[src/rtl/tsg_cfg.svh]
`ifndef TSG_CFG_SVH
`define TSG_CFG_SVH
// register byte offsets
`define TSG_OFF_CTRL 12'h000
`define TSG_OFF_CMD 12'h004
`define TSG_OFF_STATUS 12'h008
`define TSG_OFF_LEVEL 12'h00C
`define TSG_OFF_LEN 12'h010
`define TSG_OFF_STD 12'h014
`define TSG_OFF_SEQ 12'h100
`define TSG_OFF_TIME 12'h140
`define TSG_OFF_DEF 12'h180
// ctrl field positions
`define TSG_CTRL_MODE_LSB 0
`define TSG_CTRL_ROUTE_BIT 2
`define TSG_CTRL_PREEMP_BIT 3
`define TSG_CTRL_BURST_LSB 8
// cmd bits
`define TSG_CMD_SEND_BIT 0
`define TSG_CMD_STOP_BIT 1
// reset values
`define TSG_CTRL_RST 32'h0000_0100
`define TSG_LEVEL_RST 8'h00
`define TSG_LEN_RST 5'h10
// pre-emphasis time constant and derived cycles
`define TSG_PREEMP_TAU_US 750000
`define TSG_CLK_MHZ 250
`define TSG_PREEMP_CYC (`TSG_PREEMP_TAU_US * `TSG_CLK_MHZ)
// on/off time unit in microseconds and cycles
`define TSG_TICK_US 1000
`define TSG_TICK_CYC (`TSG_TICK_US * `TSG_CLK_MHZ)
`endif

[src/rtl/tsg_pkg.sv]
package tsg_pkg;
    typedef enum logic [1:0] {
        TSG_SINGLE = 2'h0,
        TSG_BURST = 2'h1,
        TSG_CONT = 2'h2,
        TSG_STEP = 2'h3
    } tsg_mode_e;
    // gray codes along idle -> on -> off
    typedef enum logic [1:0] {
        TSG_IDLE = 2'b00,
        TSG_ON = 2'b01,
        TSG_OFF = 2'b11
    } tsg_state_e;
    typedef struct packed {
        logic [15:0] freq;
        logic [7:0] amp;
    } tsg_def_s;
    typedef struct packed {
        logic [15:0] on_time;
        logic [15:0] off_time;
    } tsg_time_s;
    typedef struct packed {
        logic valid;
        logic [15:0] freq;
        logic [15:0] amp;
    } tsg_tone_s;
endpackage : tsg_pkg

[src/rtl/tsg_top.sv]
`timescale 1ns/1ps
`include "tsg_cfg.svh"
module tsg_top
    import tsg_pkg::*;
#(
    parameter int unsigned TICK_CYC = `TSG_TICK_CYC,
    parameter longint unsigned PREEMP_CYC = `TSG_PREEMP_CYC
) (
    input wire logic pclk,
    input wire logic presetn,
    input wire logic clk_en,
    input wire logic psel,
    input wire logic penable,
    input wire logic pwrite,
    input wire logic [11:0] paddr,
    input wire logic [31:0] pwdata,
    output logic [31:0] prdata,
    output logic pready,
    output logic pslverr,
    output tsg_tone_s rf_mod_out,
    output tsg_tone_s audio_out,
    output logic busy
);
    localparam logic [31:0] TICK_M1 = 32'(TICK_CYC - 1);
    localparam int PE_SHIFT = (PREEMP_CYC > 64'd1) ? $clog2(PREEMP_CYC) : 1;

    logic [31:0] ctrl_reg;
    logic [7:0] level_reg;
    logic [4:0] len_reg;
    logic [3:0] seq_reg [16];
    tsg_time_s time_reg [16];
    tsg_def_s def_reg [16];
    tsg_state_e state_reg;
    logic [3:0] pos_reg;
    logic [7:0] burst_left_reg;
    logic [15:0] dur_reg;
    logic [31:0] tick_reg;
    logic [1:0] std_reg;
    logic std_load_reg;
    logic [15:0] amp_reg;
    logic [15:0] freq_reg;
    logic [31:0] pe_acc_reg;
    tsg_tone_s tone_reg;
    logic on_q_reg;

    tsg_mode_e mode;
    logic route_audio;
    logic preemp_on;
    logic wr_en;
    logic rd_en;
    logic send_cmd;
    logic stop_cmd;
    logic tick;
    logic last_pos;
    logic [3:0] cur_sym;
    logic [15:0] scaled_amp;
    logic [15:0] amp_fin;
    logic addr_ok;

    assign mode = tsg_mode_e'(ctrl_reg[`TSG_CTRL_MODE_LSB +: 2]);
    assign route_audio = ctrl_reg[`TSG_CTRL_ROUTE_BIT];
    assign preemp_on = ctrl_reg[`TSG_CTRL_PREEMP_BIT];
    assign wr_en = clk_en && psel && penable && pwrite;
    assign rd_en = psel && !pwrite;
    assign send_cmd = wr_en && paddr == `TSG_OFF_CMD && pwdata[`TSG_CMD_SEND_BIT];
    assign stop_cmd = wr_en && paddr == `TSG_OFF_CMD && pwdata[`TSG_CMD_STOP_BIT];
    assign tick = tick_reg == TICK_M1;
    assign last_pos = {1'b0, pos_reg} >= len_reg - 5'h01;
    assign cur_sym = seq_reg[pos_reg];
    assign pready = 1'b1;

    // decode of mapped addresses
    always_comb begin
        addr_ok = 1'b0;
        if (paddr[1:0] == 2'h0) begin
            unique case (paddr[11:6])
                6'h00: addr_ok = paddr[5:2] <= 4'h5;
                6'h04, 6'h05, 6'h06: addr_ok = 1'b1;
                default: addr_ok = 1'b0;
            endcase
        end
    end
    assign pslverr = psel && penable && !addr_ok;

    // control, level, length and standard registers
    always_ff @(posedge pclk or negedge presetn) begin
        if (!presetn) begin
            ctrl_reg <= `TSG_CTRL_RST;
            level_reg <= `TSG_LEVEL_RST;
            len_reg <= `TSG_LEN_RST;
            std_reg <= 2'h0;
            std_load_reg <= 1'b1;
        end else if (clk_en) begin
            std_load_reg <= 1'b0;
            if (wr_en) begin
                unique case (paddr)
                    `TSG_OFF_CTRL: ctrl_reg <= pwdata;
                    `TSG_OFF_LEVEL: level_reg <= pwdata[7:0];
                    `TSG_OFF_LEN: len_reg <= (pwdata[4:0] > 5'h10) ? 5'h10 : pwdata[4:0];
                    `TSG_OFF_STD: begin
                        std_reg <= pwdata[1:0];
                        std_load_reg <= 1'b1;
                    end
                    default: ;
                endcase
            end
        end
    end

    // preset frequency per standard and symbol
    function automatic logic [15:0] tsg_preset(input logic [1:0] s, input logic [3:0] i);
        logic [15:0] base;
        logic [15:0] step;
        base = 16'h0190 + {12'h000, s, 2'h0} * 16'h0040;
        step = 16'h0050 + {14'h0000, s} * 16'h0008;
        tsg_preset = base + 16'(step * {12'h000, i});
    endfunction : tsg_preset

    // symbol list, per-position times and tone definitions
    always_ff @(posedge pclk) begin
        if (clk_en) begin
            for (int k = 0; k < 16; k++) begin
                if (std_load_reg) begin
                    def_reg[k].freq <= tsg_preset(std_reg, 4'(k));
                end
            end
            if (wr_en && paddr[11:6] == 6'h04) begin
                seq_reg[paddr[5:2]] <= pwdata[3:0];
            end
            if (wr_en && paddr[11:6] == 6'h05) begin
                time_reg[paddr[5:2]] <= pwdata;
            end
            if (wr_en && paddr[11:6] == 6'h06) begin
                def_reg[paddr[5:2]] <= pwdata[23:0];
            end
        end
    end

    // read mux
    always_ff @(posedge pclk or negedge presetn) begin
        if (!presetn) begin
            prdata <= 32'h0000_0000;
        end else if (clk_en && rd_en && !penable) begin
            prdata <= 32'h0000_0000;
            unique case (paddr[11:6])
                6'h00: begin
                    unique case (paddr[5:2])
                        4'h0: prdata <= ctrl_reg;
                        4'h2: prdata <= {22'h0, burst_left_reg, state_reg};
                        4'h3: prdata <= {24'h0, level_reg};
                        4'h4: prdata <= {27'h0, len_reg};
                        4'h5: prdata <= {30'h0, std_reg};
                        default: prdata <= {28'h0, pos_reg};
                    endcase
                end
                6'h04: prdata <= {28'h0, seq_reg[paddr[5:2]]};
                6'h05: prdata <= time_reg[paddr[5:2]];
                6'h06: prdata <= {8'h0, def_reg[paddr[5:2]]};
                default: prdata <= 32'h0000_0000;
            endcase
        end
    end

    // timebase for on/off durations
    always_ff @(posedge pclk or negedge presetn) begin
        if (!presetn) begin
            tick_reg <= 32'h0;
        end else if (clk_en) begin
            tick_reg <= (tick || state_reg == TSG_IDLE) ? 32'h0 : tick_reg + 32'h1;
        end
    end

    // sequencer state machine
    always_ff @(posedge pclk or negedge presetn) begin
        if (!presetn) begin
            state_reg <= TSG_IDLE;
            pos_reg <= 4'h0;
            burst_left_reg <= 8'h0;
            dur_reg <= 16'h0;
        end else if (clk_en) begin
            if (stop_cmd) begin
                state_reg <= TSG_IDLE;
                pos_reg <= 4'h0;
            end else begin
                unique case (state_reg)
                    TSG_IDLE: begin
                        if (send_cmd && len_reg != 5'h00) begin
                            state_reg <= TSG_ON;
                            dur_reg <= time_reg[pos_reg].on_time;
                            if (mode != TSG_STEP) begin
                                pos_reg <= 4'h0;
                                dur_reg <= time_reg[0].on_time;
                            end
                            // burst count loaded from ctrl in burst mode, set to 1 in other modes
                            burst_left_reg <= (mode == TSG_BURST) ?
                                ctrl_reg[`TSG_CTRL_BURST_LSB +: 8] : 8'h01;
                        end
                    end
                    TSG_ON: begin
                        if (tick) begin
                            if (dur_reg <= 16'h0001) begin
                                state_reg <= TSG_OFF;
                                dur_reg <= time_reg[pos_reg].off_time;
                            end else begin
                                dur_reg <= dur_reg - 16'h1;
                            end
                        end
                    end
                    TSG_OFF: begin
                        if (tick) begin
                            if (dur_reg > 16'h0001) begin
                                dur_reg <= dur_reg - 16'h1;
                            end else if (mode == TSG_STEP) begin
                                state_reg <= TSG_IDLE;
                                pos_reg <= last_pos ? 4'h0 : pos_reg + 4'h1;
                            end else if (!last_pos) begin
                                pos_reg <= pos_reg + 4'h1;
                                dur_reg <= time_reg[pos_reg + 4'h1].on_time;
                                state_reg <= TSG_ON;
                            end else if (mode == TSG_CONT ||
                                    (mode == TSG_BURST && burst_left_reg > 8'h01)) begin
                                pos_reg <= 4'h0;
                                dur_reg <= time_reg[0].on_time;
                                state_reg <= TSG_ON;
                                if (mode == TSG_BURST) begin
                                    burst_left_reg <= burst_left_reg - 8'h01;
                                end
                            end else begin
                                state_reg <= TSG_IDLE;
                                pos_reg <= 4'h0;
                            end
                        end
                    end
                    default: state_reg <= TSG_IDLE;
                endcase
            end
        end
    end

    // amplitude: percent of master level
    assign scaled_amp = 16'(({8'h0, level_reg} * {8'h0, def_reg[cur_sym].amp}) / 16'd100);

    // frequency and amplitude of the current tone
    always_ff @(posedge pclk or negedge presetn) begin
        if (!presetn) begin
            amp_reg <= 16'h0;
            freq_reg <= 16'h0;
        end else if (clk_en) begin
            freq_reg <= def_reg[cur_sym].freq;
            amp_reg <= (state_reg == TSG_ON && level_reg != 8'h00) ? scaled_amp : 16'h0;
        end
    end

    // first-order pre-emphasis: boost by amplitude minus slow average
    always_ff @(posedge pclk or negedge presetn) begin
        if (!presetn) begin
            pe_acc_reg <= 32'h0;
        end else if (clk_en) begin
            pe_acc_reg <= pe_acc_reg + {16'h0, amp_reg} - (pe_acc_reg >> PE_SHIFT);
        end
    end

    always_comb begin
        logic [16:0] boosted;
        logic [15:0] avg;
        avg = 16'(pe_acc_reg >> PE_SHIFT);
        boosted = {1'b0, amp_reg} + ((amp_reg > avg) ? {1'b0, amp_reg - avg} : 17'h0);
        if (!preemp_on) begin
            amp_fin = amp_reg;
        end else begin
            amp_fin = boosted[16] ? 16'hFFFF : boosted[15:0];
        end
    end

    // registered output tone; valid delayed one stage to line up with freq and amp
    always_ff @(posedge pclk or negedge presetn) begin
        if (!presetn) begin
            tone_reg <= '0;
            on_q_reg <= 1'b0;
        end else if (clk_en) begin
            on_q_reg <= state_reg == TSG_ON;
            tone_reg.valid <= on_q_reg;
            tone_reg.freq <= freq_reg;
            tone_reg.amp <= amp_fin;
        end
    end

    // routing: exactly one destination carries the tone
    assign rf_mod_out = route_audio ? '0 : tone_reg;
    assign audio_out = route_audio ? tone_reg : '0;
    assign busy = state_reg != TSG_IDLE;
endmodule : tsg_top

[config.mk]
export PLATFORM = sky130hd
export DESIGN_NAME = tsg_top
export DESIGN_NICKNAME = d
export VERILOG_FILES = /design/src/rtl/tsg_pkg.sv /design/src/rtl/tsg_top.sv
export VERILOG_INCLUDE_DIRS = /design/src /design/src/rtl
export SDC_FILE = /design/constraint.sdc
export NUM_CORES = 2
export LEC_CHECK = 0
export BUFFER_PORTS_ARGS = -buffer_cell sky130_fd_sc_hd__buf_2
export CAP_MARGIN = 30
export CORE_MARGIN = 2
export CORE_UTILIZATION = 25
export DETAILED_ROUTE_END_ITERATION = 7
export REMOVE_ABC_BUFFERS = 1
export SLEW_MARGIN = 20
export SYNTH_ARGS = -nofsm -noshare
export SYNTH_HDL_FRONTEND = slang
export SYNTH_SLANG_ARGS = --single-unit
[constraint.sdc]
create_clock -name pclk -period 25.1 [get_ports pclk]
set_clock_uncertainty 0.15 [all_clocks]
set_input_delay 3.765 -clock pclk [delete_from_list [all_inputs] [get_ports pclk]]
set_output_delay 3.765 -clock pclk [all_outputs]
set_load 0.005 [all_outputs]
==> results_dict.tcl <==
set metrics [dict create \
    async_reset_ff_frac 0.196 \
    crit_top_cell "fa_1" \
    crit_type "register to register" \
    synth_most_common_cell "edfxtp_1" \
    cts_buffer_depth 3 \
    remaining_drc_errors 0 \
    first_pass_iters 6 \
    viasPerCell 5.26 \
    min_path_type "register to register" \
    cts_tree "done" \
    synthTopCellsByCount "edfxtp_1, mux4_2, nand2_1" \
    dieWidth_um 520 \
    critPathMaxStageDelay_ps 1020 \
    cts_root_buffer "clkbuf_16" \
    relSlewSlack 0.354 \
    ys_warn_count 0 \
    cts-buffers-inserted 137 \
    finalWirelength_mm 209 \
    power_density_nw_per_um2 80.4 \
    critPathArrivalTime_ps 15080 \
    syn_area_um2 66700 \
    ys_seq_area_frac 0.520 \
    fill_cells 26370 \
    ys_ff_latch 1194 \
    post_drt_wl_per_cell_um 24.9 \
    ys_top_cells_by_area "edfxtp_1, mux4_2, dfrtp_1" \
    tightest_slew_ps 962 \
    synthCells 4631 \
    finalHoldViolations 0 \
    grt_pass1_wl_mm 304 \
    end_kind "register" \
    syn_avg_cell_area_um2 14.4 \
    grt_pass1_vias 44098 \
    rsz0062_at_grt "no" \
    cts.sinks 1194 \
    drt_iter0_markers 5290 \
    routabilityCongestion 0.842 \
    synth_top_cell_by_area "edfxtp_1" \
    peakVddDrop_mv 0.0756 \
    drive_gt1_frac 0.284 \
    synthFlopType "edfxtp_1" \
    synth-edff-count 960 \
    p_leak_nw 26.4 \
    rows 189 \
    ant_nets 0 \
    maxCapViolations 0 \
    cts.hold.buffers_added 0 \
    htreeDepth 4 \
    core_area_um2 265000 \
    area_growth_syn_to_layout_pct 15.2 \
    post-route-period-util 0.579 \
    num_io_pins 151 \
    clkTransAtPathRegs_ps 60 \
    portBuffers 149 \
    die_y_um 520 \
    yosysUniqueCellTypes 123 \
    stdcell_area_um2 76800 \
    postCtsSetupBuffers 0 \
    final_nets 4931 \
    start_util 0.251 \
    fmax_ghz 0.0688 \
    tns_ps 0 \
    cp_max_fo 54 \
    post_dp_cell_area_um2 71900 \
    num_vias 44087 \
    drv_slew 0 \
    ctsResizeCount 0 \
    setup_viol 0 \
    dieArea_um2 271000 \
    clk-insertion-delay-late_ps 810 \
    dp_hpwl_mm 131 \
    grt_max_degree 85 \
    antenna_found_initial 29 \
    grt_overflow 0 \
    largest_reg_flops 512 \
    start_kind "register" \
    cp_slowest_cell "mux4_4" \
    track_usage 0.151 \
    synth_top_area_frac 0.432 \
    fin_crit_ps 14550 \
    outcome "completed" \
    required_ps 25630 \
]
-- cells in the final DEF, fill, tap and decap left out, types with 55 or more instances in the layout --
cell type,count
mux2i_1,55
ha_1,113
inv_1,174
edfxtp_1,960
and2_1,187
nand3_1,66
nor2_1,237
o21ai_0,218
dfrtp_1,224
mux4_2,654
buf_4,109
mux2_2,114
xnor2_1,63
a21oi_1,172
buf_2,150
nand2_1,348
clkbuf_16,137
-- layout make-up --
cell class | instances | area [µm²] | area share
clock inverter | 64 | 850 | 0.0111
multi-input combinational | 2934 | 30400 | 0.395
timing repair buffer | 280 | 1940 | 0.0253
antenna | 7 | 17.5 | 0.000228
tap | 3533 | 4420 | 0.0576
clock buffer | 189 | 3830 | 0.0499
sequential | 1194 | 34700 | 0.452
inverter | 178 | 671 | 0.00873
-- stage by stage --
stage	hold WS, ps	worst slack (ps)	utilization	cells	power (mW)
final	344	10560	0.289	8379	6.18
after global routing	360	9950	0.289	8376	6.47
after CTS	343	10730	0.289	8359	6.21
after detailed placement	321	10790	0.271	8106	4.14
after global placement	323	10520	0.270	8097	4.10
after floorplan	310	4730	-	4306	3.76
-- worst max-delay path, delay by kind of cell (launching register included) --
family          cells  cell delay [ps]
compound gates     19             4950
mux                 6             2980
simple gates        5             1500
flops               1              820
fa+ha+maj           7             3280
buf+inv             3              650
-- final timing paths --
kind / endpoint / startpoint / cells past startpoint / slack (ps)
worst min-delay path: prdata[1] / prdata[1] / 2 / 340
min in group asynchronous: tick_reg[22] / presetn / 1 / 2830
worst min register to register: prdata[1] / prdata[1] / 2 / 340
max in group asynchronous: freq_reg[1] / presetn / 3 / 20120
worst max register to register: amp_reg[0] / pos_reg[0] / 40 / 10560
worst max-delay path: amp_reg[0] / pos_reg[0] / 40 / 10560
-- metal layers --
| layer | vias to the layer above | GRT usage | routed length, µm |
|---|---|---|---|
| met1 | 22984 | 0.193 | 81600 |
| met3 | 442 | 0.0299 | 18100 |
| li1 | 18392 | - | - |
| met5 | - | 0 | 120 |
| met2 | 2251 | 0.251 | 101000 |
| met4 | 18 | 0.0547 | 7620 |
-- where the power goes --
group / internal [mW] / leakage [nW] / switching [mW]
Sequential: 2.22 / 11.5 / 0.0993
Combinational: 0.877 / 12.7 / 0.910
Clock: 1.19 / 2.28 / 0.882
-- logic make-up after synthesis --
logic type | synth area share
and+or+nand+nor | 0.0838
DFF | 0.520
other | 0.0000562
adders and majority gates | 0.0345
buffers and inverters | 0.0288
xor gates and xnor gates | 0.0138
muxes | 0.250
AOI/OAI and AO/OA | 0.0689
No activity file was read; power rests on OpenSTA's default activity.
